<file path="config.mk">
export PLATFORM = sky130hd
export DESIGN_NAME = swd_supervisor_watchdog
export DESIGN_NICKNAME = d
export VERILOG_FILES = /design/src/pkg/swd_pkg.sv /design/src/rtl/swd_kick_filter.sv /design/src/rtl/swd_supervisor_watchdog.sv
export VERILOG_INCLUDE_DIRS = /design/src /design/src/pkg
export SDC_FILE = /design/constraint.sdc
export NUM_CORES = 1
export LEC_CHECK = 0
export ABC_AREA = 0
export BUFFER_PORTS_ARGS = -buffer_cell sky130_fd_sc_hd__buf_4
export CAP_MARGIN = 5
export CORE_UTILIZATION = 25
export CTS_CLUSTER_SIZE = 24
export DETAILED_ROUTE_END_ITERATION = 8
export HOLD_SLACK_MARGIN = 0.02
export SLEW_MARGIN = 0
export SYNTH_ARGS = -nofsm -noshare
export SYNTH_HDL_FRONTEND = slang
export SYNTH_SLANG_ARGS = --single-unit
</file>
<file path="constraint.sdc">
create_clock -name ref_clk -period 4.9 [get_ports ref_clk]
set_input_delay 0.245 -clock ref_clk [delete_from_list [all_inputs] [get_ports ref_clk]]
set_output_delay 0.245 -clock ref_clk [all_outputs]
set_load 0.02 [all_outputs]
</file>
<file path="src/pkg/swd_map.svh">
// Timing constants and counter width for the supervisor watchdog
`ifndef SWD_MAP_SVH
`define SWD_MAP_SVH

// ****************************************
// Clock and timing figures
// ****************************************
`define SWD_CLK_PERIOD_NS 10
`define SWD_TIMEOUT_MS 1600
`define SWD_RECOVERY_MS 140
`define SWD_FILTER_NS 20
// Longest time rounds down; 1.6 s at 10 ns
`define SWD_TIMEOUT_CYC ((`SWD_TIMEOUT_MS * 1000000) / `SWD_CLK_PERIOD_NS)
// Least time rounds up
`define SWD_RECOVERY_CYC (((`SWD_RECOVERY_MS * 1000000) + `SWD_CLK_PERIOD_NS - 1) / `SWD_CLK_PERIOD_NS)
// Filter span: a level must hold more than this many cycles to count
`define SWD_FILTER_CYC ((`SWD_FILTER_NS + `SWD_CLK_PERIOD_NS - 1) / `SWD_CLK_PERIOD_NS)
`define SWD_CNT_W 28

`endif

</file>
<file path="src/pkg/swd_pkg.sv">
// Types shared by the supervisor watchdog files
package swd_pkg;
	typedef enum logic [1:0] {
		SWD_ST_RESET,
		SWD_ST_RECOVER,
		SWD_ST_COUNT,
		SWD_ST_ALARM
	} swd_state_t;
endpackage

</file>
<file path="src/rtl/swd_kick_filter.sv">
// Kick input glitch filter and edge detector
`timescale 1ns/1ns
module swd_kick_filter #(
	parameter int FILT_CYC = 2
) (
	input wire logic ref_clk, // System clock
	input wire logic rst_b, // Async reset, active low
	input wire logic kick_input, // Raw kick level
	input wire logic kick_float, // Kick pin undriven
	output logic kick_pulse // One pulse per valid transition
);
	import swd_pkg::*;

	typedef struct packed {
		logic level;
		logic cand;
		logic [3:0] stable;
		logic pulse;
	} swd_filt_t;

	swd_filt_t s_q;
	swd_filt_t s_d;

	// Level must stand FILT_CYC+1 cycles; activity of FILT_CYC cycles or fewer never reaches level
	always_comb begin
		s_d = s_q;
		s_d.pulse = 1'b0;
		if (kick_float) begin
			s_d.stable = 4'h0;
			s_d.cand = s_q.level;
		end else if (kick_input != s_q.cand) begin
			s_d.cand = kick_input;
			s_d.stable = 4'h1;
		end else if (s_q.cand != s_q.level) begin
			if (s_q.stable >= 4'(FILT_CYC)) begin
				s_d.level = s_q.cand;
				s_d.pulse = 1'b1;
			end else begin
				s_d.stable = s_q.stable + 4'h1;
			end
		end
	end

	// State register
	always_ff @(posedge ref_clk or negedge rst_b) begin
		if (!rst_b) begin
			s_q <= '0;
		end else begin
			s_q <= s_d;
		end
	end

	assign kick_pulse = s_q.pulse;
endmodule

</file>
<file path="src/rtl/swd_supervisor_watchdog.sv">
// Supervisor watchdog: timeout counter, supply reset and recovery timing
//
// Overview of operation
// - Each valid kick transition while counting or in alarm clears the counter and starts a fresh interval.
// - No kick for a full interval drives the active-low alarm output low.
// - Timeout interval is 1.6 seconds nominal for every variant.
// - Kick activity with periods below 20 ns is filtered and ignored.
// - Supply below threshold drives the alarm low at once.
// - While supply is low the counter holds at zero; in recovery it counts the recovery time.
// - After recovery time expires counting resumes without a kick.
// - Floating kick input disables the watchdog on 5 V variants.
// - Recovery time lasts at least 140 ms after the cause disappears.
// - Supervisor reset holds while supply low, then for the recovery time.
`timescale 1ns/1ns
`include "swd_map.svh"
module swd_supervisor_watchdog #(
	parameter int TIMEOUT_CYC = `SWD_TIMEOUT_CYC,
	parameter int RECOVERY_CYC = `SWD_RECOVERY_CYC,
	parameter int FILT_CYC = `SWD_FILTER_CYC,
	parameter bit FLOAT_DISABLE = 1'b1
) (
	input wire logic ref_clk, // 100 MHz clock
	input wire logic rst_b, // Async reset, active low
	input wire logic supply_low, // Supply below reset threshold
	input wire logic kick_input, // Kick from host
	input wire logic kick_float, // Kick pin floating or tri-stated
	output logic timeout_alarm_n, // Alarm, active low
	output logic sup_reset_n, // Supervisor reset, active low
	output swd_pkg::swd_state_t wd_state // Current watchdog state
);
	import swd_pkg::*;

	// ****************************************
	// State
	// ****************************************
	typedef struct packed {
		swd_state_t st;
		logic [`SWD_CNT_W-1:0] cnt;
		logic alarm_n;
		logic rst_n;
	} swd_core_t;

	swd_core_t s_q;
	swd_core_t s_d;
	logic kick_pulse;
	logic wd_off;

	// ****************************************
	// Kick filter
	// ****************************************
	swd_kick_filter #(
		.FILT_CYC(FILT_CYC)
	) u_filt (
		.ref_clk(ref_clk),
		.rst_b(rst_b),
		.kick_input(kick_input),
		.kick_float(kick_float),
		.kick_pulse(kick_pulse)
	);

	// Floating pin holds the timeout counter at zero while counting; an alarm already standing stays low
	assign wd_off = FLOAT_DISABLE && kick_float;

	// ****************************************
	// Watchdog and recovery sequencing
	// ****************************************
	// One counter serves recovery then timeout; they never overlap
	always_comb begin
		s_d = s_q;
		case (s_q.st)
			SWD_ST_RESET: begin
				s_d.cnt = '0;
				s_d.rst_n = 1'b0;
				s_d.alarm_n = 1'b0;
				if (!supply_low) begin
					s_d.st = SWD_ST_RECOVER;
				end
			end
			SWD_ST_RECOVER: begin
				s_d.rst_n = 1'b0;
				s_d.alarm_n = 1'b0;
				if (s_q.cnt >= `SWD_CNT_W'(RECOVERY_CYC - 1)) begin
					s_d.cnt = '0;
					s_d.rst_n = 1'b1;
					s_d.alarm_n = 1'b1;
					s_d.st = SWD_ST_COUNT;
				end else begin
					s_d.cnt = s_q.cnt + 1'b1;
				end
			end
			SWD_ST_COUNT: begin
				if (kick_pulse || wd_off) begin
					s_d.cnt = '0;
				end else if (s_q.cnt >= `SWD_CNT_W'(TIMEOUT_CYC - 1)) begin
					s_d.alarm_n = 1'b0;
					s_d.st = SWD_ST_ALARM;
				end else begin
					s_d.cnt = s_q.cnt + 1'b1;
				end
			end
			SWD_ST_ALARM: begin
				if (kick_pulse) begin
					s_d.alarm_n = 1'b1;
					s_d.cnt = '0;
					s_d.st = SWD_ST_COUNT;
				end
			end
			default: begin
				s_d.st = SWD_ST_RESET;
			end
		endcase
		// Supply loss overrides every state at once
		if (supply_low) begin
			s_d.st = SWD_ST_RESET;
			s_d.cnt = '0;
			s_d.rst_n = 1'b0;
			s_d.alarm_n = 1'b0;
		end
	end

	// State register; reset behaves like power-up
	always_ff @(posedge ref_clk or negedge rst_b) begin
		if (!rst_b) begin
			s_q <= '{st: SWD_ST_RESET, cnt: '0, alarm_n: 1'b0, rst_n: 1'b0};
		end else begin
			s_q <= s_d;
		end
	end

	// Alarm drops combinationally on supply loss, no cycle lost
	assign timeout_alarm_n = s_q.alarm_n && !supply_low;
	assign sup_reset_n = s_q.rst_n && !supply_low;
	assign wd_state = s_q.st;

	// ****************************************
	// Assertions
	// ****************************************
	property p_kick_clear;
		@(posedge ref_clk) disable iff (!rst_b)
		(s_q.st == SWD_ST_COUNT && kick_pulse && !supply_low) |=> (s_q.cnt == '0);
	endproperty
	a_kick_clear: assert property (p_kick_clear) else $error("kick did not clear counter");

	property p_timeout;
		@(posedge ref_clk) disable iff (!rst_b)
		(s_q.st == SWD_ST_COUNT && s_q.cnt == `SWD_CNT_W'(TIMEOUT_CYC - 1) && !kick_pulse && !wd_off
			&& !supply_low) |=> !timeout_alarm_n;
	endproperty
	a_timeout: assert property (p_timeout) else $error("alarm missing at timeout");

	property p_no_early;
		@(posedge ref_clk) disable iff (!rst_b)
		(s_q.st == SWD_ST_COUNT) |-> (timeout_alarm_n || supply_low);
	endproperty
	a_no_early: assert property (p_no_early) else $error("alarm while counting");

	property p_supply_alarm;
		@(posedge ref_clk) disable iff (!rst_b)
		supply_low |-> (!timeout_alarm_n && !sup_reset_n);
	endproperty
	a_supply_alarm: assert property (p_supply_alarm) else $error("alarm high during supply loss");

	property p_hold_zero;
		@(posedge ref_clk) disable iff (!rst_b)
		supply_low |=> (s_q.cnt == '0 && s_q.st == SWD_ST_RESET);
	endproperty
	a_hold_zero: assert property (p_hold_zero) else $error("counter moved in reset");

	property p_resume;
		@(posedge ref_clk) disable iff (!rst_b)
		(s_q.st == SWD_ST_RECOVER && s_q.cnt == `SWD_CNT_W'(RECOVERY_CYC - 1) && !supply_low)
			|=> (s_q.st == SWD_ST_COUNT && sup_reset_n);
	endproperty
	a_resume: assert property (p_resume) else $error("counting did not resume");

	property p_float_off;
		@(posedge ref_clk) disable iff (!rst_b)
		(s_q.st == SWD_ST_COUNT && wd_off && !supply_low) |=> (s_q.st == SWD_ST_COUNT && s_q.cnt == '0);
	endproperty
	a_float_off: assert property (p_float_off) else $error("watchdog ran while floating");

	property p_recovery_min;
		@(posedge ref_clk) disable iff (!rst_b)
		(s_q.st == SWD_ST_RECOVER && s_q.cnt < `SWD_CNT_W'(RECOVERY_CYC - 1)) |=> !sup_reset_n;
	endproperty
	a_recovery_min: assert property (p_recovery_min) else $error("reset released early");

	property p_release;
		@(posedge ref_clk) disable iff (!rst_b)
		(s_q.st == SWD_ST_ALARM && kick_pulse && !supply_low) |=> (timeout_alarm_n && s_q.cnt == '0);
	endproperty
	a_release: assert property (p_release) else $error("kick did not release alarm");

	// Counter walks one step per idle cycle; a skipped step would shorten the interval
	property p_count_step;
		@(posedge ref_clk) disable iff (!rst_b)
		(s_q.st == SWD_ST_COUNT && !kick_pulse && !wd_off && !supply_low
			&& s_q.cnt < `SWD_CNT_W'(TIMEOUT_CYC - 1)) |=> (s_q.cnt == $past(s_q.cnt) + 1'b1);
	endproperty
	a_count_step: assert property (p_count_step) else $error("timeout counter skipped a step");

	property p_before_limit;
		@(posedge ref_clk) disable iff (!rst_b)
		(s_q.st == SWD_ST_COUNT && s_q.cnt < `SWD_CNT_W'(TIMEOUT_CYC - 1) && !supply_low)
			|=> (timeout_alarm_n || supply_low);
	endproperty
	a_before_limit: assert property (p_before_limit) else $error("alarm before full interval");

	property p_alarm_stands;
		@(posedge ref_clk) disable iff (!rst_b)
		(s_q.st == SWD_ST_ALARM && !kick_pulse) |=> !timeout_alarm_n;
	endproperty
	a_alarm_stands: assert property (p_alarm_stands) else $error("alarm released without kick");

	property p_reset_hold;
		@(posedge ref_clk) disable iff (!rst_b)
		(s_q.st == SWD_ST_RESET || s_q.st == SWD_ST_RECOVER) |-> (!sup_reset_n && !timeout_alarm_n);
	endproperty
	a_reset_hold: assert property (p_reset_hold) else $error("outputs high during reset");

	property p_recover_entry;
		@(posedge ref_clk) disable iff (!rst_b)
		(s_q.st == SWD_ST_RESET && !supply_low) |=> (s_q.st == SWD_ST_RECOVER && s_q.cnt == '0);
	endproperty
	a_recover_entry: assert property (p_recover_entry) else $error("recovery did not start");
endmodule

</file>
==> results by stage, run 1 <==
Setup path:
- Traced cell by cell, the critical path runs through nor4b_1 -> o311a_1 -> a22o_1 -> or2_1 -> o21ai_0 -> a21oi_1.
- Along the worst path, the maximum fanout reaches 33.
- The number of cells on the worst reg-to-reg path is 6.
- The largest single stage delay on the critical path is 790 ps.
- The startpoint identified for the worst register-to-register timing path is wd_state[1].
- At the worst endpoint, the required time is 5120 ps.
- STA classifies the critical path startpoint as a register.
- The slowest stage cell on the critical path is sky130_fd_sc_hd__or2_1.
- The arrival time reported for the critical path endpoint is 3110 ps.
- The endpoint identified for the worst register-to-register timing path is s_q[27].
- The worst setup path is of the register to register kind.
- The critical path capture point type is a register.
- Setup slack on the worst reg-to-reg path comes out at 2010 ps.

CTS:
- Clock tree synthesis inserted a total of 5 buffers.
- The buffer type at the clock tree root is sky130_fd_sc_hd__clkbuf_8.
- The clock tree synthesis step divided the H-tree into 2 levels.
- Gates resized during post-CTS repair numbered 0.
- TritonCTS built the clock tree.
- Clock latency on the worst-skew pair, taken at its later pin, is 300 ps.
- The setup fix buffers added after clock tree synthesis is 0.
- After clock tree synthesis, the clock-pin slew on the worst setup and hold paths is 80 ps.
- The deepest clock path buffer count is 2.
- The number of hold buffers added after CTS was 1.
- The total number of clock tree sinks is 39.

Cells and area:
- In the final design database the tool counted 272 nets.
- 0 antenna diodes ended up in the layout.
- The area growth from synthesis to layout is 8.786%.
- Of the cells placed in the final design, the portion with a size suffix greater than 1 is 9.434%.
- The count of filler cells inserted in the layout is 980.

Worst hold path:
- The path with the worst hold slack has its endpoint at u_filt.s_q[1].
- The worst hold path begins at kick_float.
- The path type of the worst min-delay path is input pin to register.
- The worst hold path stage count is 2.

Synthesis:
- Among all flip-flop cells after synthesis, the most frequent one is sky130_fd_sc_hd__dfrtp_1.
- The count of cell types in the netlist is 59.
- When the netlist entered floorplanning its net count stood at 272.
- The summed instance area of the synthesized netlist is 0.002350 mm^2.
- Synthesis handed over a netlist of 264 instances.
- Counting flops with an async set or reset pin after synthesis yields a share of 100.0%.
- The share of the Yosys chip area taken by registers is 41.53%.
- In this run, synthesis inferred 0 flip-flops with an integrated enable.
- The number of synthesized register bits is 39.
- The warning count from the yosys run is 0.
- The mean instance size in the synthesized netlist is 8.901 um^2.

Timing:
- Setup repair after global routing left no endpoint under its margin.
- The slew at the pin with the worst max-slew slack is 980.1 ps.
- For the final database, setup skew stands at 5.792 ps.
- The worst path needs 2889 ps of the cycle, external delays included.
- The number of endpoints failing setup at the final stage is 0.
- After layout, the worst path uses 58.95% of the clock period.
- The number of endpoints with negative hold slack in the final report is 0.
- The tightest slew margin relative to the limit is 34.66%.
- On the final layout, the worst hold slack is 153.9 ps.
- For this run, the top clock speed supported by timing is 346.2 MHz.
- The number of max-slew violations in the final report is 0.
- Summed over all failing endpoints, the final setup total negative slack is 0 ps.

Global routing:
- The number of antenna violations at the first check in global routing is 0.
- Entering global routing, the biggest net connects 40 pins.
- The total global routing track utilization is 12.21%.
- The first global-routing pass estimated 9604 um of wire.
- The via count of the first global-routing pass came to 1978.
- The total global routing overflow is 0.

Detailed routing:
- The number of vias after detailed routing is 2052.
- The pre-antenna-repair detailed-routing pass consisted of 4 iterations.
- The remaining antenna violation count is 0.
- After detailed routing, the average wire length per cell comes to 14.63 um.
- The mean number of vias per cell is 5.457.
- The initial DRC count is 123.
- After detailed routing, the number of remaining DRC violations is 0.
- The final routed wirelength across all metal layers is 5501 um.

Pwr:
- For this design the ratio of total power to cell area is 257.3 mW/mm^2.
- The design draws 0.6577 mW.
- The worst-case IR drop observed on VDD is 0.1023 mV.
- The analysis attributes to cell leakage a power of 1.024 nW.

Place:
- The congestion estimate from routability-driven global placement came to 0.8526.
- The half-perimeter wire length of the detailed placement result is 3821 um.
- In this run the tool buffered the top-level ports with 8 buffer cells.

Floorplanning:
- Measured along the y axis, the die boundary spans 98.95 um.
- The I/O pin total is 9.
- For this configuration, the core starts out at a cell density of 25.67%.
- The horizontal die dimension is 98.95 um.
- The die covers 0.009791 mm^2.
- The number of core rows is 35.
- The core area is 0.009153 mm^2.

Job:
- The reported max-cap violation count is 0.

Status:
- The run finished with clean final reports.
[cell families (layout without fill, tap and decap cells)]
family,Yosys count,count (layout),share of synthesized area (%)
AO/OA/AOI/OAI,73,73,21.35
adder cells (fa/ha/maj),3,3,1.598
multiplexers,3,3,1.331
buffers and inverters,22,23,4.845
flip-flops,39,39,41.53
XOR/XNOR,4,4,1.491
AND/OR/NAND/NOR,120,120,27.85
[sequential cells by signal (all words and copies together), names as in the netlist]
register           flops
s_q                   30
u_filt.s_q             6
u_filt.kick_pulse      1
wd_state               2
[layout by cell type (no fill, tap or decap), types with 2 or more instances in the layout]
master | Yosys | routed
sky130_fd_sc_hd__and2_1 | 4 | 4
sky130_fd_sc_hd__nand3b_1 | 2 | 2
sky130_fd_sc_hd__a31oi_1 | 4 | 4
sky130_fd_sc_hd__o21ai_0 | 15 | 15
sky130_fd_sc_hd__dfrtp_1 | 39 | 39
sky130_fd_sc_hd__and3_1 | 2 | 2
sky130_fd_sc_hd__buf_4 | 3 | 8
sky130_fd_sc_hd__nand2_1 | 31 | 31
sky130_fd_sc_hd__clkinvlp_4 | 0 | 2
sky130_fd_sc_hd__clkbuf_8 | 0 | 5
sky130_fd_sc_hd__mux2i_1 | 2 | 2
sky130_fd_sc_hd__o21a_1 | 3 | 3
sky130_fd_sc_hd__nor4b_1 | 2 | 2
sky130_fd_sc_hd__inv_1 | 6 | 6
sky130_fd_sc_hd__nand3_1 | 14 | 14
sky130_fd_sc_hd__nor3_1 | 4 | 4
sky130_fd_sc_hd__nor2_1 | 20 | 20
sky130_fd_sc_hd__nor2b_1 | 2 | 2
sky130_fd_sc_hd__or3_1 | 10 | 10
sky130_fd_sc_hd__o311ai_0 | 3 | 3
sky130_fd_sc_hd__nor4_2 | 2 | 2
sky130_fd_sc_hd__a21o_1 | 8 | 8
sky130_fd_sc_hd__nor4_1 | 5 | 5
sky130_fd_sc_hd__ha_1 | 3 | 3
sky130_fd_sc_hd__a21oi_1 | 14 | 14
sky130_fd_sc_hd__or4_1 | 3 | 3
sky130_fd_sc_hd__nand4_1 | 7 | 7
sky130_fd_sc_hd__a22o_1 | 8 | 8
sky130_fd_sc_hd__a22oi_1 | 3 | 3
sky130_fd_sc_hd__xnor2_1 | 4 | 4
sky130_fd_sc_hd__o211ai_1 | 3 | 3
[Yosys cell counts, drive strengths merged, types with 5 or more instances]
master	n	share of area (%)
and2	5	1.3
nor2	20	3.2
inv	6	0.96
dfrtp	39	42
a21oi	14	3.0
a21o	8	2.6
o21ai	15	3.2
nand4	7	1.9
a22o	8	3.0
nand2	31	5.0
or3	10	2.7
buf	12	3.2
nor4	7	2.4
nand3	14	3.0
[through the flow]
stage | cells | instance area (um^2) | util (%) | setup WS [ps]
3_3_place_gp | 367 | 2457 | 26.85 | 2189
4_1_cts | 376 | 2556 | 27.93 | 2097
3_5_place_dp | 367 | 2457 | 26.85 | 2102
2_1_floorplan | 264 | 2350 | - | 2769
6_report | 376 | 2556 | 27.93 | 2011
5_1_grt | 376 | 2556 | 27.93 | 1744
[worst max-delay path by stage]
stage | from | end | slack, ps | depth (start not counted)
CTS | wd_state[1] | s_q[18] | 2100 | 6
finish | wd_state[1] | s_q[27] | 2010 | 6
global route | wd_state[1] | s_q[27] | 1740 | 6
detailed placement | wd_state[1] | s_q[18] | 2100 | 6
global placement | wd_state[1] | s_q[6] | 2190 | 6
floorplan | s_q[2] | s_q[15] | 2770 | 8
[critical path: cells and delay by family (launching register included)]
| kind | cells | cell delay, ps |
|---|---|---|
| DFF | 1 | 510 |
| and+or+nand+nor | 2 | 1380 |
| AOI/OAI and AO/OA | 4 | 900 |
[layout make-up]
class | count | area (um^2) | area share, %
tap | 111 | 138.9 | 5.433
inverter | 6 | 22.52 | 0.8811
timing repair buffer | 9 | 70.07 | 2.741
clock buffer | 5 | 68.82 | 2.692
sequential | 39 | 975.9 | 38.18
clock inverter | 3 | 20.02 | 0.7832
multi-input combinational | 203 | 1260 | 49.29
[where the power goes]
part	total [mW]	switching, mW	internal [mW]
logic	0.0861	0.0525	0.0336
clock network	0.222	0.123	0.0991
registers	0.350	0.0147	0.335
total	0.658	0.190	0.468
[routing by layer]
| metal | part of all wire (%) | vias up | track usage, % |
|---|---|---|---|
| li1 | - | 985 | - |
| met1 | 49 | 1001 | 15.97 |
| met2 | 45 | 55 | 19.74 |
| met3 | 4.3 | 11 | 2.624 |
| met4 | 2.0 | 0 | 4.592 |
| met5 | 0 | - | 0 |
(Power assumes the default switching activity.)
==> run 2: changes to the inputs <==
--- a/config.mk
+++ b/config.mk
@@ -6,7 +6,7 @@
 export SDC_FILE = /design/constraint.sdc
 export NUM_CORES = 1
 export LEC_CHECK = 0
-export ABC_AREA = 0
+export ABC_AREA = 1
 export BUFFER_PORTS_ARGS = -buffer_cell sky130_fd_sc_hd__buf_4
 export CAP_MARGIN = 5
 export CORE_UTILIZATION = 25
==> constraint.sdc (replaced) <==
create_clock -name ref_clk -period 2.95 [get_ports ref_clk]
set_input_delay 0.1475 -clock ref_clk [delete_from_list [all_inputs] [get_ports ref_clk]]
set_output_delay 0.1475 -clock ref_clk [all_outputs]
set_load 0.02 [all_outputs]
==> results by stage, run 2 <==
Synthesis:
- The share of the synthesized area in the top cell type is 28.59%.
- The number of synthesized register bits is 39.
- In the synthesized netlist, the number of instances is 539.
- The mean instance size in the synthesized netlist is 6.333 um^2.
- The share of the Yosys chip area taken by registers is 28.59%.
- The fraction of registers with async set or reset after synthesis is 100.0%.
- After synthesis the cells add up to 0.003413 mm^2.
- The number of different library cells used by synthesis comes to 30.
- Of all cell types, the one taking the most synthesized area is sky130_fd_sc_hd__dfrtp_1.
- The number of enable flip-flop cells after synthesis is 0.
- The commonest cells after synthesis are sky130_fd_sc_hd__nand2_1 (198), sky130_fd_sc_hd__nor2_1 (67), sky130_fd_sc_hd__nand3_1 (60).
- Yosys printed 0 warnings.
- Ranked by total cell area, the synthesized netlist is headed by sky130_fd_sc_hd__dfrtp_1 (29%), sky130_fd_sc_hd__nand2_1 (22%), sky130_fd_sc_hd__nand3_1 (8.8%).
- The most used flip-flop cell after synthesis is sky130_fd_sc_hd__dfrtp_1.
- The synthesized netlist net count is 547.
- The leading cell type by number of instances after synthesis is sky130_fd_sc_hd__nand2_1.

CTS:
- TritonCTS created 5 clock buffers.
- The buffer type at the clock tree root is sky130_fd_sc_hd__clkbuf_16.
- Clock-pin slew was measured on the worst setup and hold paths at 60 ps.
- The clock latency reported for the late side of the worst-skew pair is 290 ps.
- Once the clock tree was built, the resizer swapped 0 gates to a different size.
- TritonCTS built the clock tree.
- The clock tree synthesis step divided the H-tree into 2 levels.
- The deepest clock path buffer count is 2.
- Counting every sink on the clock net gives 39.

Timing:
- Once routing completed, OpenROAD measured the worst setup slack at 650.8 ps.
- For the finished layout, the period the worst path requires is 2299 ps.
- At the pin with the least slew margin, the transition time is 567.9 ps.
- Setup violations remaining at the end of the flow were counted as 0.
- The worst pin sits at a relative slew slack of 62.05%.
- The number of endpoints with negative hold slack in the final report is 0.
- The number of max-slew violations in the final report is 0.
- Based on the critical path, the design can be clocked at up to 434.9 MHz.
- After layout, the worst path uses 77.94% of the clock period.
- The sum of negative setup slack is 0 ps.
- Setup repair after global routing left no endpoint under its margin.
- Across the routed clock network, the largest skew measured is 3.289 ps.

Cells and area:
- The area growth from synthesis to layout is 9.457%.
- Counting flops per register, the top entry is s_q.
- The combined area of the multi-input logic cells is 0.002041 mm^2.
- The final-stage net count is 547.
- Of the cells placed in the final design, the portion with a size suffix greater than 1 is 12.41%.
- The repair_antennas step left the layout with diodes totalling 0.
- After filler insertion, the fill cell instance count of the layout stands at 1483.
- Measured on the finished design, the core utilization comes to 28.10%.
- The most common library cell in the layout ignoring fill and taps is sky130_fd_sc_hd__nand2_1.
- The register with the most flip-flops in the layout has 30 of them.
- The total area of sequential cells is 975.9 um^2.
- Leaving out fill and tap cells, the most frequent cells in the layout are sky130_fd_sc_hd__nand2_1 (198), sky130_fd_sc_hd__nor2_1 (67), sky130_fd_sc_hd__nand3_1 (60).

Worst hold path:
- The path type of the worst min-delay path is input pin to register.
- The launch instance of the worst min-delay path is kick_input.
- Counting instances, the worst hold path has a depth of 3.
- The sink of the worst hold path is u_filt.s_q[5].

Pwr:
- The worst-case IR drop observed on VDD is 0.2557 mV.
- The total power per unit cell area is 436.3 mW/mm^2.
- The static leakage power is 1.843 nW.

Setup path:
- The worst register-to-register path ends at s_q[18].
- The path type of the worst setup path is register to register.
- The critical path startpoint category is a register.
- The critical path goes through ha_1 -> nand3_4 -> clkinv_2 -> nand3_1 -> nand2_1 -> nand2_1 -> inv_2 -> nor2_4 -> nand2_1 -> a21oi_1 -> nand2_1 -> nand2_1.
- The slowest stage of the critical path is the sky130_fd_sc_hd__dfrtp_1 cell.
- The most frequent cell on the critical path is sky130_fd_sc_hd__nand2_1.
- The stage delay of the slowest cell on the critical path is 480 ps.
- For the worst setup path, the data arrival time is 2530 ps.
- The worst-path maximum fanout is 23.
- The critical path capture point type is a register.
- For the worst setup path, the data required time is 3180 ps.
- The setup check on the worst reg-to-reg path leaves a slack of 650 ps.
- The source of the worst register-to-register timing path is s_q[2].
- The cell depth of the worst flop-to-flop path is 12.

Detailed routing:
- Summing over every cut layer, the via total after detailed routing is 3261.
- The mean number of vias per cell is 4.554.
- The remaining routing DRC violations is 0.
- Wires add up to 8681 um.
- The count of nets left with antenna violations once routing finished came out at 0.
- The total iterations of the first detailed-routing run is 4.
- In the final routed layout, each cell accounts on average for 12.12 um.
- The initial DRC count is 281.

Floorplanning:
- The initialized floorplan defines 42 standard-cell rows.
- In this run the count of I/O pins placed on the die edge is 9.
- For this configuration, the core starts out at a cell density of 25.67%.
- The core area is 0.01330 mm^2.
- The horizontal die dimension is 118.8 um.
- The vertical die dimension is 118.8 um.
- The die footprint is 0.01412 mm^2.

Global routing:
- Entering global routing, the biggest net connects 40 pins.
- The number of antenna violations at the first check in global routing is 0.
- The first global-routing pass estimated 15410 um of wire.
- For this run, the total global-route usage over all layers was measured as 13.24%.
- The total global routing overflow is 0.
- The via count of the first global-routing pass is 3170.

Place:
- The worst setup timing slack at the placement stage is 698.4 ps.
- At the end of routability-driven placement, the weighted congestion stood at 0.9247.
- Input and output buffers added on the ports amount to 8.
- Summed over all nets, the half-perimeter wirelength after detailed placement is 6202 um.

Status:
- The run finished with clean final reports.

Job:
- The tool flagged a number of max-cap violations equal to 0.
run 2: layout make-up:
type / count / share of cell area [%]
sequential: 39 / 26.12
multi-input combinational: 421 / 54.62
clock inverter: 3 / 1.172
tap: 176 / 5.894
clock buffer: 5 / 3.349
timing repair buffer: 13 / 2.679
inverter: 59 / 6.162
run 2: cells by family (layout without fill, tap and decap cells):
logic type / after synthesis / in the layout / synth area share, %
AND/OR/NAND/NOR: 384 / 384 / 52.09
buffers and inverters: 79 / 80 / 11.62
flip-flops: 39 / 39 / 28.59
AO/OA/AOI/OAI: 21 / 21 / 3.263
XOR/XNOR: 13 / 13 / 3.336
adder cells (fa/ha/maj): 3 / 3 / 1.100
run 2: power by group:
| group | switching [mW] | total, mW | internal [mW] |
|---|---|---|---|
| Sequential | 0.0479 | 0.616 | 0.568 |
| Combinational | 0.277 | 0.377 | 0.0997 |
| Clock | 0.238 | 0.637 | 0.399 |
run 2: per-layer routing:
layer	vias to the layer above	track usage, %	share of wire [%]
met1	1474	18.38	48
met2	85	21.35	45
met4	0	4.351	2.2
met3	15	1.485	5.1
met5	-	0	0
li1	1687	-	-
run 2: how the worst max path moves through the flow:
| stage | start | cells past startpoint | endpoint | slack, ps |
|---|---|---|---|---|
| after floorplan | s_q[2] | 13 | s_q[9] | 1200 |
| after detailed placement | s_q[2] | 12 | s_q[18] | 700 |
| final | s_q[2] | 12 | s_q[18] | 650 |
| after global routing | s_q[2] | 12 | s_q[2] | 430 |
| after global placement | s_q[2] | 12 | s_q[14] | 770 |
| after CTS | s_q[2] | 12 | s_q[18] | 650 |
run 2: what timing repair did:
item / 4_1_cts / 5_1_grt
hold buffers: 1 / 0
buffers inserted: 0 / 0
endpoints found under the hold margin: 39 / 0
run 2: critical path: cells and delay by family, from the launching register on:
family	cells	cell delay [ps]
fa+ha+maj	1	320
simple gates	8	1110
buf+inv	2	150
flops	1	480
compound gates	1	160
run 2: metrics by stage:
step	instance area [um^2]	total power, mW	hold WS, ps	instances
after floorplan	3413	0.9189	-148.1	539
after global routing	3736	1.709	82.90	716
after detailed placement	3557	1.005	170.0	707
after CTS	3736	1.650	69.84	716
after global placement	3557	1.005	177.0	707
final	3736	1.630	70.14	716
